$ cat config.mk
export PLATFORM = sky130hd
export DESIGN_NAME = gated_timer_block
export DESIGN_NICKNAME = d
export VERILOG_FILES = /design/src/gated_timer_pkg.sv /design/src/gated_timer_block.sv /design/src/gated_timer_core.sv
export SDC_FILE = /design/constraint.sdc
export NUM_CORES = 1
export LEC_CHECK = 0
export BUFFER_PORTS_ARGS = -buffer_cell sky130_fd_sc_hd__buf_2
export CORE_MARGIN = 10
export CORE_UTILIZATION = 45
export CTS_BUF_LIST = sky130_fd_sc_hd__clkbuf_8
export DETAILED_ROUTE_END_ITERATION = 10
export GPL_TIMING_DRIVEN = 0
export REMOVE_ABC_BUFFERS = 1
export SYNTH_ARGS = -nofsm -noshare
export SYNTH_HDL_FRONTEND = slang
export SYNTH_SLANG_ARGS = --single-unit
export TNS_END_PERCENT = 100
$ cat constraint.sdc
create_clock -name i_clk -period 2.55 [get_ports i_clk]
set_input_delay 0.51 -clock i_clk [delete_from_list [all_inputs] [get_ports i_clk]]
set_output_delay 0.51 -clock i_clk [all_outputs]
set_load 0.05 [all_outputs]
$ cat src/gated_timer_pkg.sv
// Register map, field positions and reset values of the gated timer block
//=====================================================================
// Contract
// - Sixteen-bit up counter seen as two bytes; byte writes load it at once.
// - Off when timer_on is 0; gate_enable makes counting follow the gate.
// - clock_select 01 system, 00 instruction, 10 pin or oscillator.
// - One secondary oscillator shared; any sec_osc_enable starts and selects.
// - Internal source counts instruction cycles through the prescaler.
// - System clock source adds four counts per instruction cycle.
// - External pin counts rising edges, synchronised or not.
// - External mode needs a falling edge before the first counted rise.
// - Prescaler divides the selected source by 1, 2, 4 or 8.
// - Prescale counter hidden; cleared by any count byte write.
// - Oscillator runs on any sec_osc_enable, sec_osc_go or select 01.
// - Oscillator keeps running through Sleep.
// - no_sync passes the external edge without instruction alignment.
// - Async external counting runs in Sleep; overflow wakes the core.
// - Sync to async may lose one count; async to sync may add one.
// - Gated mode counts only while gate level equals gate_polarity.
package gated_timer_pkg;
   //==================================================================
   // Address map
   localparam int unsigned ADDR_W           = 8;
   localparam int unsigned MAX_TIMERS       = 4;
   localparam logic [3:0]  OFS_TIMER_CONTROL = 4'h0;
   localparam logic [3:0]  OFS_GATE_CONTROL  = 4'h4;
   localparam logic [3:0]  OFS_COUNT_LOW     = 4'h8;
   localparam logic [3:0]  OFS_COUNT_HIGH    = 4'hC;
   localparam logic [7:0]  OFS_OSC_CONTROL_TWO = 8'h40;
   localparam logic [7:0]  OFS_OSC_CONTROL     = 8'h44;
   localparam logic [7:0]  OFS_STATUS          = 8'h48;
   localparam logic [7:0]  OFS_OVF_ENABLE      = 8'h4C;
   //==================================================================
   // Field positions
   localparam int unsigned TC_ON_BIT      = 0;
   localparam int unsigned TC_NO_SYNC_BIT = 2;
   localparam int unsigned TC_SOSC_EN_BIT = 3;
   localparam int unsigned TC_PS_LSB      = 4;
   localparam int unsigned TC_CS_LSB      = 6;
   localparam int unsigned GC_POL_BIT     = 6;
   localparam int unsigned GC_EN_BIT      = 7;
   localparam int unsigned OC2_GO_BIT     = 0;
   localparam int unsigned ST_OSC_RUN_BIT = 8;
   //==================================================================
   // Encodings and reset values
   localparam logic [1:0]  CS_INSTR     = 2'h0;
   localparam logic [1:0]  CS_SYSTEM    = 2'h1;
   localparam logic [1:0]  CS_EXTERNAL  = 2'h2;
   localparam logic [1:0]  SCS_SEC_OSC  = 2'h1;
   localparam logic [1:0]  INSTR_PHASE_LAST = 2'h3;
   localparam logic [7:0]  RST_TIMER_CONTROL = 8'h00;
   localparam logic [7:0]  RST_GATE_CONTROL  = 8'h00;
   localparam logic [15:0] RST_COUNT         = 16'h0000;
   localparam logic [15:0] COUNT_ALL_ONES    = 16'hFFFF;
endpackage : gated_timer_pkg

$ cat src/gated_timer_block.sv
// Top: APB registers, shared oscillator, pin synchronisers, timers
//
// Design decisions made here: the placing of the registers and register access over APB.
`timescale 1ns/1ps
`default_nettype none
module gated_timer_block
   import gated_timer_pkg::*;
#(
   parameter int unsigned NUM_TIMERS = 3
) (
   input  wire logic                  i_clk,
   input  wire logic                  i_rst_b,
   input  wire logic                  i_psel,
   input  wire logic                  i_penable,
   input  wire logic                  i_pwrite,
   input  wire logic [ADDR_W-1:0]     i_paddr,
   input  wire logic [31:0]           i_pwdata,
   output logic      [31:0]           o_prdata,
   output logic                       o_pready,
   output logic                       o_pslverr,
   input  wire logic                  i_sleep,
   input  wire logic [NUM_TIMERS-1:0] i_ext_clock_pin,
   input  wire logic [NUM_TIMERS-1:0] i_gate_pin,
   input  wire logic                  i_sec_osc_in_pin,
   output logic                       o_sec_osc_out_pin,
   output logic                       o_sec_osc_run,
   output logic      [NUM_TIMERS-1:0] o_overflow_irq,
   output logic                       o_wake
);
   //==================================================================
   // Elaboration check
   if (NUM_TIMERS < 1 || NUM_TIMERS > MAX_TIMERS) begin : g_bad_count
      $error("NUM_TIMERS must lie between 1 and MAX_TIMERS");
   end

   localparam int unsigned PINS = 2 * NUM_TIMERS + 1;

   //==================================================================
   // Address decode; inst_hit shared by read and write paths, shared_hit read only
   function automatic logic inst_hit(input logic [ADDR_W-1:0] a);
      inst_hit = (a[7:6] == 2'h0) && (32'(a[5:4]) < NUM_TIMERS)
                 && (a[1:0] == 2'h0);
   endfunction : inst_hit

   function automatic logic shared_hit(input logic [ADDR_W-1:0] a);
      shared_hit = (a == OFS_OSC_CONTROL_TWO) || (a == OFS_OSC_CONTROL)
                   || (a == OFS_STATUS) || (a == OFS_OVF_ENABLE);
   endfunction : shared_hit

   //==================================================================
   // Pin synchronisers; first stage feeds only the second
   logic [PINS-1:0] pin_meta;
   logic [PINS-1:0] pin_stable;
   logic [PINS-1:0] pin_prev;
   logic [PINS-1:0] pin_raw;
   logic [PINS-1:0] pin_rise;
   logic [PINS-1:0] pin_fall;

   always_comb begin
      pin_raw  = {i_gate_pin, i_ext_clock_pin, i_sec_osc_in_pin};
      pin_rise = pin_stable & ~pin_prev;
      pin_fall = ~pin_stable & pin_prev;
   end

   always_ff @(posedge i_clk or negedge i_rst_b) begin
      if (!i_rst_b) begin
         pin_meta   <= '0;
         pin_stable <= '0;
         pin_prev   <= '0;
      end else begin
         pin_meta   <= pin_raw;
         pin_stable <= pin_meta;
         pin_prev   <= pin_stable;
      end
   end

   //==================================================================
   // Register state
   logic [7:0]            timer_control [NUM_TIMERS];
   logic [7:0]            next_timer_control [NUM_TIMERS];
   logic [7:0]            gate_control [NUM_TIMERS];
   logic [7:0]            next_gate_control [NUM_TIMERS];
   logic                  sec_osc_go;
   logic                  next_sec_osc_go;
   logic [1:0]            system_clock_select;
   logic [1:0]            next_system_clock_select;
   logic [NUM_TIMERS-1:0] ovf_flag;
   logic [NUM_TIMERS-1:0] next_ovf_flag;
   logic [NUM_TIMERS-1:0] ovf_enable;
   logic [NUM_TIMERS-1:0] next_ovf_enable;
   logic [31:0]           prdata;
   logic [31:0]           next_prdata;
   logic                  pslverr;
   logic                  next_pslverr;
   logic [1:0]            instr_phase;
   logic [1:0]            next_instr_phase;
   logic                  osc_run;
   logic                  next_osc_run;
   logic                  osc_out;
   logic                  next_osc_out;
   logic                  wake;
   logic                  next_wake;

   //==================================================================
   // Per-timer wiring
   logic [15:0]           count [NUM_TIMERS];
   logic [NUM_TIMERS-1:0] ovf_pulse;
   logic [NUM_TIMERS-1:0] write_low;
   logic [NUM_TIMERS-1:0] write_high;
   logic [NUM_TIMERS-1:0] count_enable;
   logic [NUM_TIMERS-1:0] ext_mode;
   logic [NUM_TIMERS-1:0] src_rise;
   logic [NUM_TIMERS-1:0] src_fall;
   logic [NUM_TIMERS-1:0] int_tick;
   logic [NUM_TIMERS-1:0] sosc_request;
   logic                  instr_tick;
   logic                  setup;
   logic                  wr_access;

   //==================================================================
   // Instruction clock, shared oscillator, source selection
   always_comb begin
      // Instruction clock halts in Sleep, so aligned counting stops too
      next_instr_phase = i_sleep ? instr_phase : instr_phase + 2'h1;
      instr_tick = (instr_phase == INSTR_PHASE_LAST) & ~i_sleep;
      for (int i = 0; i < NUM_TIMERS; i++) begin
         sosc_request[i] = timer_control[i][TC_SOSC_EN_BIT];
      end
      // No Sleep term: the oscillator ignores the core's Sleep state
      next_osc_run = (|sosc_request) | sec_osc_go
                     | (system_clock_select == SCS_SEC_OSC);
      // Inverting amplifier output toward the crystal
      next_osc_out = osc_run & ~pin_stable[0];
      for (int i = 0; i < NUM_TIMERS; i++) begin
         ext_mode[i] = (timer_control[i][TC_CS_LSB +: 2] == CS_EXTERNAL);
         if (sosc_request[i]) begin
            src_rise[i] = pin_rise[0] & osc_run;
            src_fall[i] = pin_fall[0] & osc_run;
         end else begin
            src_rise[i] = pin_rise[1 + i];
            src_fall[i] = pin_fall[1 + i];
         end
         unique case (timer_control[i][TC_CS_LSB +: 2])
            CS_SYSTEM: int_tick[i] = ~i_sleep;
            CS_INSTR:  int_tick[i] = instr_tick;
            default:   int_tick[i] = 1'b0;
         endcase
         count_enable[i] = timer_control[i][TC_ON_BIT]
            & (~gate_control[i][GC_EN_BIT]
               | (pin_stable[1 + NUM_TIMERS + i]
                  == gate_control[i][GC_POL_BIT]));
      end
   end

   always_ff @(posedge i_clk or negedge i_rst_b) begin
      if (!i_rst_b) begin
         instr_phase <= 2'h0;
         osc_run     <= 1'b0;
         osc_out     <= 1'b0;
      end else begin
         instr_phase <= next_instr_phase;
         osc_run     <= next_osc_run;
         osc_out     <= next_osc_out;
      end
   end

   //==================================================================
   // APB slave: read data sampled in setup, write at access edge
   always_comb begin
      setup     = i_psel & ~i_penable;
      wr_access = i_psel & i_penable & i_pwrite;
      next_timer_control       = timer_control;
      next_gate_control        = gate_control;
      next_sec_osc_go          = sec_osc_go;
      next_system_clock_select = system_clock_select;
      next_ovf_enable          = ovf_enable;
      next_prdata              = prdata;
      next_pslverr             = pslverr;
      write_low                = '0;
      write_high               = '0;
      // Hardware set beats a same-cycle software clear
      next_ovf_flag = ovf_flag;
      if (wr_access && i_paddr == OFS_STATUS) begin
         next_ovf_flag = ovf_flag & ~i_pwdata[NUM_TIMERS-1:0];
      end
      next_ovf_flag = next_ovf_flag | ovf_pulse;
      next_wake = (|ovf_pulse) & i_sleep;
      if (wr_access && inst_hit(i_paddr)) begin
         for (int i = 0; i < NUM_TIMERS; i++) begin
            if (32'(i_paddr[5:4]) == i) begin
               unique case (i_paddr[3:0])
                  OFS_TIMER_CONTROL: next_timer_control[i] = i_pwdata[7:0];
                  OFS_GATE_CONTROL:  next_gate_control[i]  = i_pwdata[7:0];
                  OFS_COUNT_LOW:     write_low[i]  = 1'b1;
                  OFS_COUNT_HIGH:    write_high[i] = 1'b1;
                  default: ;
               endcase
            end
         end
      end
      if (wr_access && i_paddr == OFS_OSC_CONTROL_TWO) begin
         next_sec_osc_go = i_pwdata[OC2_GO_BIT];
      end
      if (wr_access && i_paddr == OFS_OSC_CONTROL) begin
         next_system_clock_select = i_pwdata[1:0];
      end
      if (wr_access && i_paddr == OFS_OVF_ENABLE) begin
         next_ovf_enable = i_pwdata[NUM_TIMERS-1:0];
      end
      if (setup) begin
         next_prdata  = 32'h00000000;
         next_pslverr = ~(inst_hit(i_paddr) | shared_hit(i_paddr));
         if (inst_hit(i_paddr)) begin
            for (int i = 0; i < NUM_TIMERS; i++) begin
               if (32'(i_paddr[5:4]) == i) begin
                  unique case (i_paddr[3:0])
                     OFS_TIMER_CONTROL:
                        next_prdata = {24'h000000, timer_control[i]};
                     OFS_GATE_CONTROL:
                        next_prdata = {24'h000000, gate_control[i]};
                     OFS_COUNT_LOW:
                        next_prdata = {24'h000000, count[i][7:0]};
                     OFS_COUNT_HIGH:
                        next_prdata = {24'h000000, count[i][15:8]};
                     default: ;
                  endcase
               end
            end
         end
         unique case (i_paddr)
            OFS_OSC_CONTROL_TWO: next_prdata = {31'h00000000, sec_osc_go};
            OFS_OSC_CONTROL:
               next_prdata = {30'h00000000, system_clock_select};
            OFS_STATUS: begin
               next_prdata[NUM_TIMERS-1:0]  = ovf_flag;
               next_prdata[ST_OSC_RUN_BIT]  = osc_run;
            end
            OFS_OVF_ENABLE: next_prdata[NUM_TIMERS-1:0] = ovf_enable;
            default: ;
         endcase
      end
   end

   always_ff @(posedge i_clk or negedge i_rst_b) begin
      if (!i_rst_b) begin
         for (int i = 0; i < NUM_TIMERS; i++) begin
            timer_control[i] <= RST_TIMER_CONTROL;
            gate_control[i]  <= RST_GATE_CONTROL;
         end
         sec_osc_go          <= 1'b0;
         system_clock_select <= 2'h0;
         ovf_flag            <= '0;
         ovf_enable          <= '0;
         prdata              <= 32'h00000000;
         pslverr             <= 1'b0;
         wake                <= 1'b0;
      end else begin
         timer_control       <= next_timer_control;
         gate_control        <= next_gate_control;
         sec_osc_go          <= next_sec_osc_go;
         system_clock_select <= next_system_clock_select;
         ovf_flag            <= next_ovf_flag;
         ovf_enable          <= next_ovf_enable;
         prdata              <= next_prdata;
         pslverr             <= next_pslverr;
         wake                <= next_wake;
      end
   end

   //==================================================================
   // Timer instances, each able to run from the one oscillator
   for (genvar g = 0; g < NUM_TIMERS; g++) begin : g_timer
      gated_timer_core u_core (
         .i_clk             (i_clk),
         .i_rst_b           (i_rst_b),
         .i_timer_on        (timer_control[g][TC_ON_BIT]),
         .i_count_enable    (count_enable[g]),
         .i_ext_mode        (ext_mode[g]),
         .i_no_sync         (timer_control[g][TC_NO_SYNC_BIT]),
         .i_src_rise        (src_rise[g]),
         .i_src_fall        (src_fall[g]),
         .i_int_tick        (int_tick[g]),
         .i_instr_tick      (instr_tick),
         .i_prescale_select (timer_control[g][TC_PS_LSB +: 2]),
         .i_write_low       (write_low[g]),
         .i_write_high      (write_high[g]),
         .i_wdata           (i_pwdata[7:0]),
         .o_count           (count[g]),
         .o_overflow        (ovf_pulse[g])
      );
   end

   //==================================================================
   // Outputs
   assign o_prdata          = prdata;
   assign o_pready          = 1'b1;
   assign o_pslverr         = pslverr;
   assign o_sec_osc_out_pin = osc_out;
   assign o_sec_osc_run     = osc_run;
   assign o_overflow_irq    = ovf_flag & ovf_enable;
   assign o_wake            = wake;
endmodule : gated_timer_block
`default_nettype wire

$ cat src/gated_timer_core.sv
// One timer instance: arming, alignment, prescaler and 16-bit counter
`timescale 1ns/1ps
`default_nettype none
module gated_timer_core
   import gated_timer_pkg::*;
(
   input  wire logic        i_clk,
   input  wire logic        i_rst_b,
   input  wire logic        i_timer_on,
   input  wire logic        i_count_enable,
   input  wire logic        i_ext_mode,
   input  wire logic        i_no_sync,
   input  wire logic        i_src_rise,
   input  wire logic        i_src_fall,
   input  wire logic        i_int_tick,
   input  wire logic        i_instr_tick,
   input  wire logic [1:0]  i_prescale_select,
   input  wire logic        i_write_low,
   input  wire logic        i_write_high,
   input  wire logic [7:0]  i_wdata,
   output logic      [15:0] o_count,
   output logic             o_overflow
);
   //==================================================================
   // State
   logic [15:0] count;
   logic [15:0] next_count;
   logic [2:0]  prescale;
   logic [2:0]  next_prescale;
   logic        armed;
   logic        next_armed;
   logic        pending;
   logic        next_pending;
   logic        overflow;
   logic        next_overflow;
   logic        write_any;
   logic        ext_edge;
   logic        tick;
   logic        inc;
   logic [2:0]  prescale_last;

   //==================================================================
   // Next state
   always_comb begin
      write_any = i_write_low | i_write_high;
      // Disabled, rewritten or left external mode: wait for a fall
      next_armed = armed;
      if (!i_timer_on || write_any || !i_ext_mode) begin
         next_armed = 1'b0;
      end else if (i_src_fall) begin
         next_armed = 1'b1;
      end
      ext_edge = i_ext_mode & armed & i_src_rise;
      // Aligned edge waits for the instruction tick; dropped when off, rewritten or no_sync set
      next_pending = (pending & ~i_instr_tick) | (ext_edge & ~i_no_sync);
      if (!i_timer_on || write_any || i_no_sync) begin
         next_pending = 1'b0;
      end
      tick = i_count_enable & (i_int_tick
             | (ext_edge & i_no_sync)
             | (pending & i_instr_tick & ~i_no_sync));
      unique case (i_prescale_select)
         2'h0: prescale_last = 3'h0;
         2'h1: prescale_last = 3'h1;
         2'h2: prescale_last = 3'h3;
         2'h3: prescale_last = 3'h7;
      endcase
      inc = 1'b0;
      next_prescale = prescale;
      if (write_any) begin
         next_prescale = 3'h0;
      end else if (tick) begin
         if (prescale >= prescale_last) begin
            next_prescale = 3'h0;
            inc = 1'b1;
         end else begin
            next_prescale = prescale + 3'h1;
         end
      end
      next_count = count;
      next_overflow = 1'b0;
      if (i_write_low) begin
         next_count = {count[15:8], i_wdata};
      end else if (i_write_high) begin
         next_count = {i_wdata, count[7:0]};
      end else if (inc) begin
         next_count = count + 16'h0001;
         next_overflow = (count == COUNT_ALL_ONES);
      end
   end

   //==================================================================
   // Registers
   always_ff @(posedge i_clk or negedge i_rst_b) begin
      if (!i_rst_b) begin
         count    <= RST_COUNT;
         prescale <= 3'h0;
         armed    <= 1'b0;
         pending  <= 1'b0;
         overflow <= 1'b0;
      end else begin
         count    <= next_count;
         prescale <= next_prescale;
         armed    <= next_armed;
         pending  <= next_pending;
         overflow <= next_overflow;
      end
   end

   assign o_count    = count;
   assign o_overflow = overflow;
endmodule : gated_timer_core
`default_nettype wire

==> flow_metrics.py <==
metrics = {
    "outcome": {
        "status": "completed",
    },
    "sta": {
        "fin_crit_ns": 2.52,
        "holdWs_ns": 0.128,
        "fmax_ghz": 0.397,
        "skew_ns": 0.0135,
        "setup_violations": 0,
        "relSlewSlack_pct": 42.1,
        "rsz0062_at_grt": "true",
        "setup_tns_ns": 0,
        "hold_viol": 0,
        "maxSlewViolCount": 0,
        "worst_slew_pin_slew_ns": 0.869,
        "fin_crit_sh_pct": 98.8,
    },
    "floorplan": {
        "ios": 93,
        "die_h_microns": 159,
        "initial_utilization_pct": 46.0,
        "die-area_sq_um": 25200,
        "design.core.area_sq_um": 18800,
        "die_w_microns": 159,
        "rows": 50,
    },
    "global_route": {
        "antenna_found_initial": 2,
        "grt_pass1_wl_mm": 39.9,
        "grt_max_degree": 101,
        "grt-ovfl-total": 0,
        "track_usage_pct": 19.8,
        "grt_pass1_vias": 6720,
    },
    "critical_path": {
        "worst_ep_required_time_ns": 2.91,
        "crit_type": "flip-flop to flip-flop",
        "r2r_slack_ns": 0.03,
        "cp_max_fo": 5,
        "start_kind": "flip-flop",
        "critPathCaptureType": "flip-flop",
        "worst_ep_arrival_time_ns": 2.88,
    },
    "detailed_routing": {
        "wl_mm": 25.5,
        "num_vias": 7069,
        "drt_drc_violations_left": 0,
        "vias_per_cell": 5.95,
        "drt_iter0_drc": 648,
        "dr.pass1.iters": 5,
        "drtAntennaViolNets": 0,
        "wl_per_cell_microns": 21.5,
    },
    "pwr": {
        "p_per_area_nw_per_um2": 502,
        "finalPower_w": 0.00496,
        "power.leakage_nw": 4.26,
        "ir_drop_mv": 0.375,
    },
    "placement": {
        "place_congestion": 0.965,
        "portBuffers": 44,
        "dpl.hpwl_mm": 17.1,
        "dpl-instance-area_sq_um": 8970,
    },
    "final_layout": {
        "area_growth_pct": 14.0,
        "nets": 982,
        "drive_above_1_share_pct": 24.8,
        "mostFrequentLayoutCells": "154 x dfrtp_1, 85 x nand2_1, 52 x mux2_2",
        "final_core_util_pct": 52.5,
        "fin_area_sq_um": 9880,
        "layout_commonest_cell": "dfrtp_1",
    },
    "cts": {
        "cts-buffers-inserted": 17,
        "clkTransAtPathRegs_ns": 0.10,
        "clock_sinks": 156,
        "clk_latency_ns": 0.48,
        "clock_path_buffers": 2,
        "cts_tree": "built",
        "cts-root-buf": "clkbuf_8",
        "h-tree-depth": 4,
    },
    "logic_synthesis": {
        "syn_avg_cell_area_sq_um": 9.97,
        "ys_seq_area_share_pct": 45.1,
        "syn-cell-area_sq_um": 8660,
        "synth_ff_type": "dfrtp_1",
        "yosys_warnings": 0,
        "syn_inst": 869,
        "synthArstFlopShare_pct": 100,
        "ys_ff_latch": 156,
        "synth.distinct_cells": 76,
        "synth_edf_count": 0,
    },
    "run": {
        "maxCapViolCount": 0,
    },
    "min_path": {
        "hold_class": "input port to flip-flop",
    },
}
==> critical path, stage by stage (launching register included) <==
cell and delay (ns):
dfrtp_2 0.45, or3b_4 0.42, a211oi_4 0.27, o211ai_1 0.23, buf_4 0.21, nor3_4 0.21, mux2_4 0.33, a221o_1 0.29
==> cell usage after synthesis, types with 7 or more instances <==
cell type	number	area share (%)
xnor2_1	16	1.6
a32o_1	7	0.81
or2_2	7	0.51
o21ai_0	43	2.5
o211ai_1	7	0.61
nand3b_1	7	0.61
mux2i_1	22	2.5
buf_2	10	0.58
mux2_2	53	6.9
ha_1	16	2.3
and2_1	9	0.65
clkbuf_1	34	1.5
a211oi_1	8	0.69
dfrtp_1	156	45
inv_1	29	1.3
and3_1	10	0.72
or3_1	13	0.94
mux4_2	11	2.9
a21oi_1	42	2.4
nor4_1	18	1.3
nand2_1	86	3.7
buf_4	24	2.1
nor2_1	55	2.4
o22ai_1	7	0.51
nor3_1	26	1.5
nand3_1	27	1.6
nand2b_1	7	0.51
==> layer usage <==
metal	track usage [%]	vias to the layer above	share of wire, %
li1	-	3231	-
met2	28.9	260	45
met1	28.1	3526	46
met3	4.36	52	6.3
met5	0	-	0
met4	7.36	0	2.5
==> area by class of cell <==
class | instances | area, sq um
clock inverter | 14 | 133
tap | 260 | 325
multi-input combinational | 635 | 4670
sequential | 156 | 3910
antenna | 2 | 5.00
timing repair buffer | 74 | 487
fill | 1703 | 8950
clock buffer | 18 | 248
inverter | 29 | 109
==> worst paths after layout <==
check                           startpoint                             to  cells after the start
setup / recovery           sosc_request[1]  g_timer[1].u_core.o_count[13]                      7
hold reg to reg                pin_meta[3]                  pin_stable[3]                      0
max in group asynchronous          i_rst_b                sosc_request[1]                      3
setup reg to reg           sosc_request[1]  g_timer[1].u_core.o_count[13]                      7
hold / removal               i_gate_pin[2]                    pin_meta[6]                      1
min in group asynchronous          i_rst_b  g_timer[2].u_core.prescale[0]                      2
==> timing repair <==
| item | 4_1_cts | 5_1_grt |
|---|---|---|
| hold endpoints to repair | 56 | 0 |
| setup buffers | 13 | 15 |
| resized for setup | 29 | 33 |
| setup endpoints to repair | 90 | 55 |
| pin swaps | 7 | 15 |
| hold buffers | 1 | 0 |
| cloned | 0 | 0 |
==> report_power, final <==
| group | switching (W) | internal [W] |
|---|---|---|
| registers | 0.0000345 | 0.00252 |
| logic | 0.000391 | 0.000155 |
| clock network | 0.00105 | 0.000812 |
| total | 0.00147 | 0.00349 |
==> sequential cells by signal, summed over array words and instances, names as in the netlist, 4 cells and up <==
name                     flops
pin_stable                   7
timer_control               21
o_prdata                     9
g_timer.u_core.o_count      48
pin_meta                     7
gate_control                24
g_timer.u_core.prescale      9
pin_prev                     4
==> cell families after synthesis <==
family | synth area share [%]
simple gates | 18.3
compound gates | 14.6
flops | 45.1
buf+inv | 5.62
mux | 12.3
xor+xnor | 1.72
fa+ha+maj | 2.31
other cells | 0.0867
==> through the flow <==
step	cells	setup slack [ns]
after floorplan	820	-0.581
after global placement	1124	-1.92
after detailed placement	1126	-1.49
after CTS	1172	-0.0695
after global routing	1186	-0.0680
final	1188	0.0299
Power figures use the tool's default switching activity.
